==> config.mk <==
export PLATFORM = sky130hd
export DESIGN_NAME = pdm_top
export DESIGN_NICKNAME = d
export VERILOG_FILES = /design/src/include/pdm_pkg.sv /design/src/rtl/pdm_sync.sv /design/src/rtl/pdm_lock_timer.sv /design/src/rtl/pdm_top.sv
export SDC_FILE = /design/constraint.sdc
export NUM_CORES = 1
export LEC_CHECK = 0
export ABC_CLOCK_PERIOD_IN_PS = 2900
export BUFFER_PORTS_ARGS = -buffer_cell sky130_fd_sc_hd__buf_2
export CORE_ASPECT_RATIO = 0.8
export CORE_MARGIN = 3
export CORE_UTILIZATION = 48
export CTS_CLUSTER_DIAMETER = 30
export CTS_CLUSTER_SIZE = 20
export DETAILED_ROUTE_END_ITERATION = 8
export PLACE_DENSITY = 0.83
export SETUP_SLACK_MARGIN = 0.5
export SYNTH_ARGS = -nofsm -noshare
export SYNTH_HDL_FRONTEND = slang
export SYNTH_HIERARCHICAL = 1
export SYNTH_SLANG_ARGS = --single-unit
export TNS_END_PERCENT = 1
==> constraint.sdc <==
create_clock -name i_clk_sys -period 2.9 [get_ports i_clk_sys]
set_input_delay 0.145 -clock i_clk_sys [delete_from_list [all_inputs] [get_ports i_clk_sys]]
set_output_delay 0.145 -clock i_clk_sys [all_outputs]
set_load 0.02 [all_outputs]
==> src/include/pdm_pkg.sv <==
package pdm_pkg;

	////////////////////////////////////////////////////////////////////////
	// Register map
	localparam logic [7:0] CPU_CONTROL_STATUS_ADDR = 8'h00;
	localparam logic [7:0] PDM_STATUS_ADDR = 8'h04;
	localparam logic [7:0] PDM_LOCK_CFG_ADDR = 8'h08;

	// Power-down field position and width
	localparam int SEL_LSB = 10;
	localparam int SEL_MSB = 15;
	localparam int SEL_W = 6;

	// Other control/status bits held here
	localparam int GLOBAL_IRQ_EN_BIT = 0;
	localparam int NMI_EN_BIT = 1;

	// Field codes
	localparam logic [5:0] CODE_NONE = 6'h00;
	localparam logic [5:0] CODE_LIGHT_ENABLED = 6'h09;
	localparam logic [5:0] CODE_LIGHT_ANY = 6'h11;
	localparam logic [5:0] CODE_DEEP_HALT = 6'h1a;
	localparam logic [5:0] CODE_OSC_STOP = 6'h1c;

	// Reset values
	localparam logic [31:0] CPU_CONTROL_STATUS_RESET = 32'h0000_0000;

	// Timing
	localparam int CLK_MHZ = 250;
	localparam int ENTRY_DELAY_CYCLES = 9;
	localparam int PLL_LOCK_TYPICAL_US = 75;
	localparam int PLL_LOCK_MARGIN_PCT = 150;
	localparam int PLL_LOCK_CYCLES = PLL_LOCK_TYPICAL_US * CLK_MHZ * (100 + PLL_LOCK_MARGIN_PCT) / 100;

	// Controller states
	typedef enum logic [5:0] {
		ST_RUN = 6'b000001,
		ST_ARMED = 6'b000010,
		ST_LIGHT = 6'b000100,
		ST_DEEP = 6'b001000,
		ST_OSC = 6'b010000,
		ST_RELOCK = 6'b100000
	} pdm_state_type;

	typedef enum logic [1:0] {
		MODE_NONE = 2'b00,
		MODE_LIGHT = 2'b01,
		MODE_DEEP = 2'b10,
		MODE_OSC = 2'b11
	} pdm_mode_type;

endpackage

==> src/rtl/pdm_sync.sv <==
module pdm_sync #(
	parameter int WIDTH = 1
) (
	// Clock and reset
	input wire logic i_clk_sys,
	input wire logic i_rst_n,
	// Data
	input wire logic [WIDTH-1:0] i_async,
	output logic [WIDTH-1:0] o_sync
);

	logic [WIDTH-1:0] stage1;
	logic [WIDTH-1:0] stage2;

	always_ff @(posedge i_clk_sys or negedge i_rst_n) begin
		if (!i_rst_n) begin
			stage1 <= '0;
			stage2 <= '0;
		end else begin
			stage1 <= i_async;
			stage2 <= stage1;
		end
	end

	assign o_sync = stage2;

endmodule

==> src/rtl/pdm_lock_timer.sv <==
module pdm_lock_timer #(
	parameter int COUNT = 46875
) (
	// Clock and reset
	input wire logic i_clk_sys,
	input wire logic i_rst_n,
	// Control
	input wire logic i_start,
	input wire logic i_pll_locked,
	output logic o_done
);

	localparam int CW = $clog2(COUNT + 1);

	if (COUNT < 1) begin
		$error("pdm_lock_timer: COUNT must be at least 1");
	end

	logic [CW-1:0] count;
	logic [CW-1:0] next_count;
	logic busy;
	logic next_busy;

	always_comb begin
		next_count = count;
		next_busy = busy;
		if (i_start) begin
			next_count = CW'(COUNT);
			next_busy = 1'b1;
		end else if (busy) begin
			// Lock indication cuts the wait short; counter is the worst-case bound
			if (i_pll_locked || count == CW'(1)) begin
				next_busy = 1'b0;
				next_count = '0;
			end else begin
				next_count = count - CW'(1);
			end
		end
	end

	always_ff @(posedge i_clk_sys or negedge i_rst_n) begin
		if (!i_rst_n) begin
			count <= '0;
			busy <= 1'b0;
		end else begin
			count <= next_count;
			busy <= next_busy;
		end
	end

	assign o_done = busy && !next_busy;

endmodule

==> src/rtl/pdm_top.sv <==
// The implementer's own choices: the register offsets and the address-and-strobe port.
module pdm_top #(
	parameter int LOCK_CYCLES = pdm_pkg::PLL_LOCK_CYCLES,
	parameter int ENTRY_DELAY = pdm_pkg::ENTRY_DELAY_CYCLES
) (
	// Clock and reset
	input wire logic i_clk_sys,
	input wire logic i_rst_n,
	// Register port
	input wire logic [7:0] i_reg_addr,
	input wire logic [31:0] i_reg_wdata,
	input wire logic i_reg_wr,
	input wire logic i_reg_rd,
	output logic [31:0] o_reg_rdata,
	// Interrupt inputs from the interrupt logic
	input wire logic i_irq_pending,
	input wire logic i_irq_enabled,
	// PLL
	input wire logic i_pll_locked,
	// Clock gating controls
	output logic o_cpu_clk_en,
	output logic o_pll_out_en,
	output logic o_ref_clk_en,
	output logic o_dma_clk_en,
	output logic o_io_freeze,
	// CPU wake control
	output logic o_cpu_wake,
	output logic o_cpu_service_irq,
	output logic [1:0] o_mode
);

	if (ENTRY_DELAY < 1 || ENTRY_DELAY > 15) begin
		$error("pdm_top: ENTRY_DELAY out of range");
	end
	if (LOCK_CYCLES < 1) begin
		$error("pdm_top: LOCK_CYCLES must be positive");
	end

	////////////////////////////////////////////////////////////////////////
	// Reset release and input synchronisation

	logic rst_meta;
	logic rst_n;

	always_ff @(posedge i_clk_sys or negedge i_rst_n) begin
		if (!i_rst_n) begin
			rst_meta <= 1'b0;
			rst_n <= 1'b0;
		end else begin
			rst_meta <= 1'b1;
			rst_n <= rst_meta;
		end
	end

	logic [2:0] sync_in;

	pdm_sync #(
		.WIDTH(3)
	) u_sync (
		.i_clk_sys(i_clk_sys),
		.i_rst_n(rst_n),
		.i_async({i_irq_pending, i_irq_enabled, i_pll_locked}),
		.o_sync(sync_in)
	);

	logic irq_pending;
	logic irq_enabled;
	logic pll_locked;

	assign irq_pending = sync_in[2];
	assign irq_enabled = sync_in[1];
	assign pll_locked = sync_in[0];

	////////////////////////////////////////////////////////////////////////
	// Functions

	// Unknown codes fall back to running
	function automatic pdm_pkg::pdm_mode_type decode_mode(input logic [5:0] code);
		if (code == pdm_pkg::CODE_LIGHT_ENABLED || code == pdm_pkg::CODE_LIGHT_ANY) begin
			decode_mode = pdm_pkg::MODE_LIGHT;
		end else if (code == pdm_pkg::CODE_DEEP_HALT) begin
			decode_mode = pdm_pkg::MODE_DEEP;
		end else if (code == pdm_pkg::CODE_OSC_STOP) begin
			decode_mode = pdm_pkg::MODE_OSC;
		end else begin
			decode_mode = pdm_pkg::MODE_NONE;
		end
	endfunction

	////////////////////////////////////////////////////////////////////////
	// Register file

	logic [5:0] power_down_select_field;
	logic [5:0] next_power_down_select_field;
	logic global_interrupt_enable;
	logic next_global_interrupt_enable;
	logic nonmaskable_interrupt_enable;
	logic next_nonmaskable_interrupt_enable;
	logic [31:0] rdata;
	logic [31:0] next_rdata;
	logic osc_wake_pending;
	logic next_osc_wake_pending;

	pdm_pkg::pdm_state_type state;
	pdm_pkg::pdm_state_type next_state;

	logic csr_wr;
	logic wake;

	always_comb begin
		csr_wr = i_reg_wr && i_reg_addr == pdm_pkg::CPU_CONTROL_STATUS_ADDR;
		next_power_down_select_field = power_down_select_field;
		next_global_interrupt_enable = global_interrupt_enable;
		next_nonmaskable_interrupt_enable = nonmaskable_interrupt_enable;
		next_rdata = 32'h0000_0000;
		if (csr_wr) begin
			// Whole field taken at once; a split update passes a partial code
			next_power_down_select_field = i_reg_wdata[pdm_pkg::SEL_MSB:pdm_pkg::SEL_LSB];
			next_global_interrupt_enable = i_reg_wdata[pdm_pkg::GLOBAL_IRQ_EN_BIT];
			next_nonmaskable_interrupt_enable = i_reg_wdata[pdm_pkg::NMI_EN_BIT];
		end else if (wake) begin
			// Field clears on wake so the CPU does not re-enter
			next_power_down_select_field = pdm_pkg::CODE_NONE;
		end
		if (i_reg_rd) begin
			if (i_reg_addr == pdm_pkg::CPU_CONTROL_STATUS_ADDR) begin
				next_rdata[pdm_pkg::SEL_MSB:pdm_pkg::SEL_LSB] = power_down_select_field;
				next_rdata[pdm_pkg::GLOBAL_IRQ_EN_BIT] = global_interrupt_enable;
				next_rdata[pdm_pkg::NMI_EN_BIT] = nonmaskable_interrupt_enable;
			end else if (i_reg_addr == pdm_pkg::PDM_STATUS_ADDR) begin
				next_rdata[5:0] = state;
				next_rdata[8] = osc_wake_pending;
				next_rdata[9] = pll_locked;
			end else if (i_reg_addr == pdm_pkg::PDM_LOCK_CFG_ADDR) begin
				next_rdata = 32'(LOCK_CYCLES);
			end
		end
	end

	always_ff @(posedge i_clk_sys or negedge rst_n) begin
		if (!rst_n) begin
			power_down_select_field <= pdm_pkg::CPU_CONTROL_STATUS_RESET[pdm_pkg::SEL_MSB:pdm_pkg::SEL_LSB];
			global_interrupt_enable <= 1'b0;
			nonmaskable_interrupt_enable <= 1'b0;
			rdata <= 32'h0000_0000;
		end else begin
			power_down_select_field <= next_power_down_select_field;
			global_interrupt_enable <= next_global_interrupt_enable;
			nonmaskable_interrupt_enable <= next_nonmaskable_interrupt_enable;
			rdata <= next_rdata;
		end
	end

	assign o_reg_rdata = rdata;

	////////////////////////////////////////////////////////////////////////
	// Entry delay, mode state machine

	logic [3:0] delay;
	logic [3:0] next_delay;
	logic [5:0] armed_code;
	logic [5:0] next_armed_code;
	logic service;
	logic next_service;
	logic wake_q;
	logic lock_start;
	logic lock_done;

	always_comb begin
		next_state = state;
		next_delay = delay;
		next_armed_code = armed_code;
		next_service = 1'b0;
		next_osc_wake_pending = osc_wake_pending;
		wake = 1'b0;
		lock_start = 1'b0;
		case (state)
			pdm_pkg::ST_RUN: begin
				if (csr_wr && decode_mode(i_reg_wdata[pdm_pkg::SEL_MSB:pdm_pkg::SEL_LSB]) != pdm_pkg::MODE_NONE) begin
					next_state = pdm_pkg::ST_ARMED;
					next_armed_code = i_reg_wdata[pdm_pkg::SEL_MSB:pdm_pkg::SEL_LSB];
					next_delay = 4'(ENTRY_DELAY - 1);
				end
			end
			pdm_pkg::ST_ARMED: begin
				// Fixed worst-case latency so software padding always covers it
				if (delay == 4'h0) begin
					case (decode_mode(armed_code))
						pdm_pkg::MODE_LIGHT: next_state = pdm_pkg::ST_LIGHT;
						pdm_pkg::MODE_DEEP: next_state = pdm_pkg::ST_DEEP;
						pdm_pkg::MODE_OSC: next_state = pdm_pkg::ST_OSC;
						default: next_state = pdm_pkg::ST_RUN;
					endcase
				end else begin
					next_delay = delay - 4'h1;
				end
			end
			pdm_pkg::ST_LIGHT: begin
				if (irq_pending && (irq_enabled || armed_code == pdm_pkg::CODE_LIGHT_ANY)) begin
					wake = 1'b1;
					next_state = pdm_pkg::ST_RUN;
					next_service = irq_enabled && global_interrupt_enable
						&& nonmaskable_interrupt_enable;
				end
			end
			pdm_pkg::ST_DEEP: begin
				next_state = pdm_pkg::ST_DEEP;
			end
			pdm_pkg::ST_OSC: begin
				next_state = pdm_pkg::ST_OSC;
			end
			pdm_pkg::ST_RELOCK: begin
				if (lock_done) begin
					next_state = pdm_pkg::ST_RUN;
					next_osc_wake_pending = 1'b0;
				end
			end
			default: next_state = pdm_pkg::ST_RUN;
		endcase
		if (state == pdm_pkg::ST_RELOCK && delay == 4'hf) begin
			lock_start = 1'b1;
			next_delay = 4'h0;
		end
	end

	always_ff @(posedge i_clk_sys or negedge rst_n) begin
		if (!rst_n) begin
			// Device reset is the only way out of the deep modes; power-up relocks too
			state <= pdm_pkg::ST_RELOCK;
			delay <= 4'hf;
			armed_code <= pdm_pkg::CODE_NONE;
			service <= 1'b0;
			osc_wake_pending <= 1'b1;
			wake_q <= 1'b0;
		end else begin
			state <= next_state;
			delay <= next_delay;
			armed_code <= next_armed_code;
			service <= next_service;
			osc_wake_pending <= next_osc_wake_pending;
			wake_q <= wake;
		end
	end

	pdm_lock_timer #(
		.COUNT(LOCK_CYCLES)
	) u_lock (
		.i_clk_sys(i_clk_sys),
		.i_rst_n(rst_n),
		.i_start(lock_start),
		.i_pll_locked(pll_locked),
		.o_done(lock_done)
	);

	////////////////////////////////////////////////////////////////////////
	// Outputs; contents are held since only clocks are gated

	logic cpu_en;
	logic pll_en;
	logic ref_en;
	logic freeze;
	logic [1:0] mode_q;

	always_ff @(posedge i_clk_sys or negedge rst_n) begin
		if (!rst_n) begin
			cpu_en <= 1'b0;
			pll_en <= 1'b1;
			ref_en <= 1'b1;
			freeze <= 1'b0;
			mode_q <= pdm_pkg::MODE_NONE;
		end else begin
			cpu_en <= next_state == pdm_pkg::ST_RUN || next_state == pdm_pkg::ST_ARMED;
			pll_en <= next_state != pdm_pkg::ST_DEEP && next_state != pdm_pkg::ST_OSC;
			ref_en <= next_state != pdm_pkg::ST_OSC;
			freeze <= next_state == pdm_pkg::ST_DEEP || next_state == pdm_pkg::ST_OSC;
			mode_q <= next_state == pdm_pkg::ST_LIGHT ? pdm_pkg::MODE_LIGHT :
				next_state == pdm_pkg::ST_DEEP ? pdm_pkg::MODE_DEEP :
				next_state == pdm_pkg::ST_OSC ? pdm_pkg::MODE_OSC : pdm_pkg::MODE_NONE;
		end
	end

	assign o_cpu_clk_en = cpu_en;
	assign o_pll_out_en = pll_en;
	assign o_ref_clk_en = ref_en;
	assign o_dma_clk_en = pll_en;
	assign o_io_freeze = freeze;
	assign o_cpu_wake = wake_q;
	assign o_cpu_service_irq = service;
	assign o_mode = mode_q;

endmodule

* Yosys cells after proc, flatten, opt, wreduce, memory -nomap -nowiden
Cells that the tools add are included.
Storage, ports and cells: input bits 47, register bits 90, word-level logic and storage cells 122, output and inout bits 41
Operators by class: reduce and logical (&&, ||, !) cells 24, equality and inequality tests 30, $add $sub $neg 2, multiplexer cells 45
Operator list (number):
- two-way mux 16 bit | 5
- two-way mux 6 bit | 9
- == test 6 x 5 -> 1 bit (second input constant) | 8
- case mux 6 bit (6 select lines) | 1
- two-way mux 32 bit | 1
- two-way mux 2 bit | 15
- == test 6 x 4 -> 1 bit (second input constant) | 4
- == test 16 x 1 -> 1 bit (second input constant) | 1
- subtractor 16 x 1 -> 16 bit (second input constant) | 1
- case mux 5 bit (3 select lines) | 1
- == test 6 x 1 -> 1 bit (second input constant) | 2
- == test 6 x 2 -> 1 bit (second input constant) | 2
- == test 6 x 3 -> 1 bit (second input constant) | 2
- two-way mux 4 bit | 3
- == test 8 x 3 -> 1 bit (second input constant) | 1
- == test 8 x 4 -> 1 bit (second input constant) | 1
- logical AND 1 bit | 8
- zero test 8 bit | 1
- two-way mux 1 bit | 8
- two-way mux 8 bit | 1
- case mux 4 bit (2 select lines) | 1
- == test 6 bit (second input constant) | 1
- logical OR 1 bit | 6
- != test 3 bit (second input constant) | 2
- other kinds (12) | 16

* Longest topological paths before layout
Gate-level depths: netlist of the first run.
depth in word-level cells 14, gate-level depth with buffers 11, mapped depth without buffers 10

* Modules after synthesis
The synthesis of the first run kept the hierarchy.
Modules (own cells, without submodules):
- pdm_top | cells an instance 237, seq. area each 1236.2 um^2, instances 1, area an instance 2369.8 um^2
- pdm_lock_timer | cells an instance 117, seq. area each 425.4 um^2, instances 1, area an instance 1088.5 um^2
- pdm_sync | cells an instance 6, seq. area each 150.1 um^2, instances 1, area an instance 150.1 um^2

* Worst setup path before layout of the first run
Ideal clock, no wire load.
path kind register to register, start point reg state[1], end point reg state[0], required time 2.759 ns, period minus slack after synthesis 2.678 ns, setup slack 0.222 ns, path buffers 2, data arrival time 2.536 ns, setup time 0.141 ns, cell stages (with the launch flop) 12, cells stage by stage dfrtp_1 clkbuf_1 nor4_1 nand2_1 nor2_1 clkbuf_1 nor3_1 nor3b_1 o311ai_0 nand3_1 nor4bb_1 o21ai_0
Between the ends: word-level cells in the longest chain between the ends 8, elaborated cells between the ends (all ways) 13, classes of those cells 6 x eq/ne; 4 x mux; 3 x reduce/logical
RTL lines:
- start: declaration | line pdm_top.sv:104 | pdm_pkg::pdm_state_type state;
- start signal: assignment | line pdm_top.sv:229 | state <= pdm_pkg::ST_RELOCK;
- start signal: assignment | line pdm_top.sv:236 | state <= next_state;
- == test 6 bit | line pdm_top.sv:220 | if (state == pdm_pkg::ST_RELOCK && delay == 4'hf) begin
- logical AND 1 bit | line pdm_top.sv:220
- two-way mux 1 bit | line pdm_top.sv:220
- net lock_start | line pdm_top.sv:166 | logic lock_start;
- two-way mux 1 bit | line pdm_lock_timer.sv:27 | if (i_start) begin
- zero test 1 bit | line pdm_lock_timer.sv:51 | assign o_done = busy && !next_busy;
- logical AND 1 bit | line pdm_lock_timer.sv:51
- net lock_done | line pdm_top.sv:167 | logic lock_done;
- two-way mux 6 bit | line pdm_top.sv:213 | if (lock_done) begin
- case mux 6 bit (6 select lines) | line pdm_top.sv:177 | case (state)
- net next_state[0] | line pdm_top.sv:105 | pdm_pkg::pdm_state_type next_state;
The timed path passes the listed nets, and every way through them passes these cells. A chain may end at the register's enable or synchronous reset.

* Worst setup path after layout of the first run
start point reg state[1], end point reg state[0]
Between the ends: word-level cells in the longest chain between the ends 8, elaborated cells between the ends (all ways) 13, classes of those cells 6 x eq/ne; 4 x mux; 3 x reduce/logical
RTL lines (line):
- == test 6 bit | pdm_top.sv:177, pdm_top.sv:220
- logical AND 1 bit | pdm_top.sv:220
- two-way mux 1 bit | pdm_top.sv:220
- two-way mux 1 bit | pdm_lock_timer.sv:27
- zero test 1 bit | pdm_lock_timer.sv:51
- logical AND 1 bit | pdm_lock_timer.sv:51
- two-way mux 6 bit | pdm_top.sv:213
- case mux 6 bit (6 select lines) * | pdm_top.sv:177
- net next_state[0] | pdm_top.sv:105
The timed path passes the listed nets; every way through them passes the cells marked *.

==> results_dict.tcl, run 1 <==
set metrics [dict create \
    status "completed" \
    slew_violations 0 \
    insertion_delay_ns 0.35 \
    endpoint_kind "flip-flop" \
    synth.avg_cell_area_um2 10.02 \
    fin_nets 464 \
    slowest_stage "or4_1" \
    synth_area_mm2 0.003608 \
    start_util_pct 50.86 \
    min_path_type "primary input to flip-flop" \
    ys_types 57 \
    clock_path_buffers 2 \
    first_global_vias 2726 \
    grt_max_degree 46 \
    fmax_ghz 0.4243 \
    synth_area_leaders "dfrtp_1 44%, dfstp_2 5.8%, nand2_1 4.6%" \
    antenna_found_initial 0 \
    cp-start-kind "flip-flop" \
    synth_seq_cells 72 \
    die_h_um 83.55 \
    slew_headroom_pct 20.68 \
    first_iter_violations 297 \
    ant_nets 0 \
    ys_warn_count 6 \
    diodes 0 \
    clkSinkCount 72 \
    drive_above_1_share_pct 23.98 \
    worstPathArrival_ns 2.63 \
    worstPathCellList "or4_1 > nor3b_1 > nand3_1 > nor4bb_2 > o21ai_0" \
    h-tree-depth 3 \
    viasPerCell 5.671 \
    hold_viol_final 0 \
    io_pins 88 \
    period_share_pct 81.27 \
    maxCapViolations 0 \
    critPathKind "flip-flop to flip-flop" \
    synth_edf_count 0 \
    core_area_mm2 0.007094 \
    crit_family "simple AND/OR/NAND/NOR gates" \
    ir_drop_mv 0.4349 \
    p_leak_nw 1.932 \
    dp_hpwl_um 5690 \
    cpPeakStageDelay_ns 0.62 \
    globalplace.congestion 0.8685 \
    power.total_w 0.002050 \
    fill_cells 591 \
    rows 27 \
    period_needed_ns 2.357 \
    fp.dieW_um 102.9 \
    crit_required_ns 3.17 \
    synth_ff_type "dfrtp_1" \
    cts_root_buffer "clkbuf_8" \
    cts_buffers 9 \
    track_usage_pct 19.49 \
    drt-wirelength-per-cell_um 15.98 \
    synth_cells 360 \
    drt-pass1-iter-count 5 \
    vias 2858 \
    tns_ns 0 \
    fin_worst_skew_ns 0.003776 \
    netlist.top_cell.by_area "dfrtp_1" \
    grt_pass1_wl_um 13290 \
    path_buf_inv 0 \
    crit_fanout 10 \
    post_cts_buffers 0 \
    drc 0 \
    gr-total-overflow 0 \
    rsz0062_at_grt "yes" \
    syn_to_final_growth_pct 15.33 \
    cts_tree "built" \
    power.density_mw_per_mm2 492.7 \
    synth-async-reset-ratio_pct 100.0 \
    finalSetupViolCount 0 \
    tightest_slew_ns 1.174 \
    wl_um 8053 \
    ys_seq_area_share_pct 50.21 \
    path_clk_slew_ns 0.08 \
    port_buffers 45 \
    yosysTopAreaCellShare_pct 44.38 \
    dieArea_mm2 0.008601 \
]
## metal layers
layer	part of all wire (%)	up-vias	GRT usage, %
met4	1.3	0	5.059
met3	7.7	13	6.099
met1	45	1380	28.42
met2	46	119	28.13
met5	0	-	0
li1	-	1346	-
## metrics by stage
stage          std cells  setup slack, ns  util [%]  hold slack [ns]  instance area, um^2
4_1_cts              504           0.5477     58.54          0.02618                 4153
5_1_grt              504           0.3566     58.66          0.02702                 4161
2_1_floorplan        377           0.5233         -          -0.1506                 3690
3_5_place_dp         482           0.4356     54.23         -0.06268                 3847
6_report             504           0.5431     58.66          0.03836                 4161
3_3_place_gp         482           0.5057     54.23         -0.07035                 3847
## logic make-up after synthesis
| family | Yosys count | synth area share [%] |
|---|---|---|
| adders and majority gates | 5 | 1.734 |
| xor gates and xnor gates | 3 | 0.7283 |
| other | 2 | 0.2081 |
| muxes | 6 | 2.254 |
| and+or+nand+nor | 154 | 24.17 |
| buffers and inverters | 47 | 7.628 |
| DFF | 72 | 50.21 |
| AOI/OAI and AO/OA | 71 | 13.07 |
## area by class of cell
cell class / count / area [um^2] / area share (%)
Clock buffer: 12 / 165.2 / 3.969
Tap cell: 87 / 108.9 / 2.616
Multi-Input combinational cell: 258 / 1637 / 39.33
Sequential cell: 72 / 1813 / 43.57
Clock inverter: 4 / 51.30 / 1.233
Inverter: 13 / 48.80 / 1.173
Timing Repair Buffer: 58 / 337.8 / 8.118
## cell usage in the layout (no fill, tap or decap), drive strengths merged, types with 12 or more instances in the layout
master	n
nand2	44
clkbuf	12
dfrtp	64
a21oi	20
buf	52
conb	19
o21ai	15
nand3	21
nor2	23
inv	13
## power by group
part,switching (W),leakage [nW],internal (W)
logic,0.0000882,0.955,0.0000560
registers,0.0000313,0.869,0.00103
clock network,0.000382,0.109,0.000468
total,0.000501,1.93,0.00155
## worst min-delay path: stages
cell and delay (ns):
buf_2 0.10, nand2_1 0.06, nand2_1 0.05
## synth_stat cells, types with 6 or more instances
library cell / instances
inv_1: 13
a21oi_1: 20
nor3_1: 8
nand2b_1: 9
buf_4: 20
nor2_1: 23
nand3_1: 21
nand2_1: 44
o21ai_0: 15
dfstp_2: 8
and3_1: 6
o211ai_1: 6
dfrtp_1: 64
clkbuf_1: 10
## registers in the layout, summed over array words and instances, names as in the netlist, 2 cells and up
name and cells:
u_lock/count 16, o_reg_rdata 14, armed_code 6, power_down_select_field 6, state 6, delay 4, u_sync/o_sync 3, u_sync/stage1 3
o_mode 2
## final timing paths
check / start / end / slack (ns) / depth (start not counted)
worst max-delay path: state[1] / state[0] / 0.54 / 5
worst min-delay path: i_reg_wdata[15] / power_down_select_field[5] / 0.04 / 3
worst max register to register: state[1] / state[0] / 0.54 / 5
worst min register to register: u_sync/stage1[1] / u_sync/o_sync[1] / 0.35 / 0
max in group asynchronous: rst_n / o_ref_clk_en / 1.67 / 1
min in group asynchronous: i_rst_n / rst_meta / 0.11 / 2
## what timing repair did
item,in CTS,in global routing
endpoints found under the hold margin,7,0
setup endpoints to repair,2,9
resized for setup,4,2
hold buffers,6,0
No activity file was read; power rests on OpenSTA's default activity.
==> run 2: changes to the inputs <==
--- a/config.mk
+++ b/config.mk
@@ -5,7 +5,8 @@
 export SDC_FILE = /design/constraint.sdc
 export NUM_CORES = 1
 export LEC_CHECK = 0
-export ABC_CLOCK_PERIOD_IN_PS = 2900
+export ABC_AREA = 1
+export ABC_CLOCK_PERIOD_IN_PS = 2350
 export BUFFER_PORTS_ARGS = -buffer_cell sky130_fd_sc_hd__buf_2
 export CORE_ASPECT_RATIO = 0.8
 export CORE_MARGIN = 3
==> constraint.sdc (replaced) <==
create_clock -name i_clk_sys -period 2.35 [get_ports i_clk_sys]
set_input_delay 0.1175 -clock i_clk_sys [delete_from_list [all_inputs] [get_ports i_clk_sys]]
set_output_delay 0.1175 -clock i_clk_sys [all_outputs]
set_load 0.02 [all_outputs]
==> results_dict.tcl, run 2 <==
set metrics [dict create \
    ant_nets 0 \
    synth_seq_cells 72 \
    min_to "power_down_select_field[5]" \
    first_global_vias 2750 \
    antenna_found_initial 0 \
    tns_ns 0 \
    synth_most_common_cell "nand2_1" \
    multi_input_area_mm2 0.001495 \
    dp_cells 566 \
    period_needed_ns 1.700 \
    synth_common_cells "94 x nand2_1, 64 x dfrtp_1, 58 x inv_1, 58 x nor2_1, 34 x nand3_1" \
    port_buffers 45 \
    mostFrequentLayoutCell "nand2_1" \
    clkSinkCount 72 \
    cts_root_buffer "clkbuf_8" \
    maxCapViolations 0 \
    core_area_mm2 0.007094 \
    switchingPower_w 0.0007171 \
    power.density_mw_per_mm2 601.8 \
    syn_to_final_growth_pct 15.49 \
    min_from "i_reg_wdata[15]" \
    fmax_ghz 0.5883 \
    grt_pass1_wl_um 11990 \
    io_pins 88 \
    drive_above_1_share_pct 23.02 \
    layout.area.seq_mm2 0.001813 \
    drt-wirelength-per-cell_um 11.90 \
    rr_endpoint "o_cpu_clk_en" \
    wl_um 7030 \
    drt-pass1-iter-count 4 \
    reg2reg_slack_ns 0.65 \
    path_clk_slew_ns 0.08 \
    gr-total-overflow 0 \
    dp_slack_ns 0.5223 \
    critPathKind "flip-flop to flip-flop" \
    fill_cells 619 \
    worstPathArrival_ns 1.91 \
    largest_reg_flops 16 \
    fin_nets 551 \
    dieArea_mm2 0.008587 \
    rows 27 \
    p_leak_nw 2.216 \
    synth_area_mm2 0.003602 \
    r2r-start "delay[0]" \
    met2_usage_pct 26.85 \
    drc 0 \
    cp-start-kind "flip-flop" \
    die_h_um 83.49 \
    crit_fanout 4 \
    top_usage_layer "met2" \
    globalplace.congestion 0.8472 \
    ys_types 30 \
    grt_max_degree 71 \
    start_util_pct 50.78 \
    hold_slack_ns 0.04038 \
    synth_area_leaders "dfrtp_1 44%, nand2_1 9.8%, inv_1 6.0%" \
    endpoint_kind "flip-flop" \
    insertion_delay_ns 0.34 \
    synth_ff_type "dfrtp_1" \
    h-tree-depth 3 \
    swShare_pct 28.64 \
    ir_drop_mv 0.2676 \
    ys_seq_area_share_pct 50.30 \
    hold_viol_final 0 \
    regMostFlops "u_lock/count" \
    finalSetupViolCount 0 \
    netlist.top_cell.by_area "dfrtp_1" \
    min_path_type "primary input to flip-flop" \
    internal_power_w 0.001786 \
    fin_worst_skew_ns 0.007427 \
    fp.dieW_um 102.9 \
    viasPerCell 4.844 \
    diodes 0 \
    vias 2863 \
    cts_tree "built" \
    period_share_pct 72.33 \
    timing.critical_path.from "delay[0]" \
    gr-usage-met3_pct 4.511 \
    first_iter_violations 140 \
    yosysTopAreaCellShare_pct 44.46 \
    clock_path_buffers 2 \
    synth_edf_count 0 \
    dp_hpwl_um 5084 \
    slew_violations 0 \
    ys_warn_count 6 \
    use_met1_pct 23.39 \
    synth-async-reset-ratio_pct 100.0 \
    status "completed" \
    reg2reg_depth 12 \
    crit_required_ns 2.56 \
    synth_cells 436 \
    whs_path_depth 3 \
    rsz0062_at_grt "yes" \
    track_usage_pct 17.52 \
    p_clk_share_pct 33.7 \
    p_seq_share_pct 52.9 \
    final_cell_count_no_fill 591 \
    fin_ws_ns 0.6503 \
    pwr-share-comb_pct 13.4 \
    most-common-layout-cells "93 x nand2_1, 63 x dfrtp_1, 54 x inv_1, 54 x nor2_1, 45 x buf_2" \
    cts_buffers 9 \
    synth.avg_cell_area_um2 8.262 \
]
## run 2: cell count changes in the layout (fill, tap and decap cells not counted), sizes merged, moves of 7 or more
| cell | previous run | this run |
|---|---|---|
| o21ai | 15 | 23 |
| nand2b | 9 | 0 |
| nand3 | 21 | 39 |
| inv | 13 | 60 |
| nand2 | 44 | 102 |
| nor2 | 23 | 69 |
| or4 | 7 | 0 |
## run 2: cell type report
cell class | instances | area share (%)
inverter | 61 | 5.624
tap | 87 | 2.617
multi-input combinational | 299 | 35.94
sequential | 72 | 43.58
clock buffer | 10 | 3.068
timing repair buffer | 56 | 8.060
clock inverter | 6 | 1.113
## run 2: worst max path at each step
stage | end | slack (ns) | cells past startpoint
2_1_floorplan | o_cpu_clk_en | 0.77 | 13
3_5_place_dp | o_cpu_clk_en | 0.52 | 12
6_report | o_cpu_clk_en | 0.65 | 12
3_3_place_gp | o_cpu_clk_en | 0.61 | 13
4_1_cts | o_cpu_clk_en | 0.50 | 12
5_1_grt | o_cpu_clk_en | 0.50 | 12
## run 2: power groups by stage
stage,Combinational (W),Sequential [W],Clock [W]
floorplan,0.000257,0.00136,0
CTS,0.000332,0.00132,0.000878
detailed placement,0.000322,0.00135,0
global route,0.000391,0.00133,0.000928
global placement,0.000311,0.00135,0
finish,0.000337,0.00132,0.000843
## run 2: per-stage QoR
stage | util [%] | total power (W) | area, um^2
floorplan | - | 0.001612 | 3667
global placement | 54.67 | 0.001657 | 3879
detailed placement | 54.67 | 0.001670 | 3879
CTS | 57.97 | 0.002534 | 4113
global route | 58.64 | 0.002650 | 4160
finish | 58.64 | 0.002504 | 4160
## run 2: kinds of logic (layout without fill, tap and decap cells)
| kind of cell | Yosys count | after routing | synth area share (%) |
|---|---|---|---|
| flip-flops | 72 | 72 | 50.30 |
| AO/OA/AOI/OAI | 46 | 46 | 6.947 |
| AND/OR/NAND/NOR | 221 | 221 | 28.20 |
| XOR/XNOR | 8 | 8 | 1.945 |
| buffers and inverters | 82 | 133 | 10.66 |
| other | 2 | 19 | 0.2085 |
| adder cells (fa/ha/maj) | 5 | 5 | 1.737 |
## run 2: metal layers
metal / part of all wire (%) / vias to the layer above
met4: 1.3 / 0
li1: - / 1452
met2: 45 / 112
met5: 0 / -
met1: 46 / 1290
met3: 7.6 / 9
## run 2: critical path, cell delays in order, from the launching register on
cell     delay (ns)
dfstp_2        0.56
ha_2           0.16
nand2_1        0.06
nor2_2         0.13
nand2_2        0.08
inv_2          0.06
inv_2          0.05
nand3_2        0.07
inv_2          0.04
nand2_1        0.06
nand2_1        0.06
nor2_2         0.14
nand4_1        0.10
## run 2: what timing repair did
| action | CTS | global route |
|---|---|---|
| hold buffers | 6 | 0 |
| setup endpoints to repair | 0 | 8 |
| buffers inserted | 0 | 3 |
| gates resized for setup | 0 | 12 |
| hold endpoints to repair | 7 | 0 |
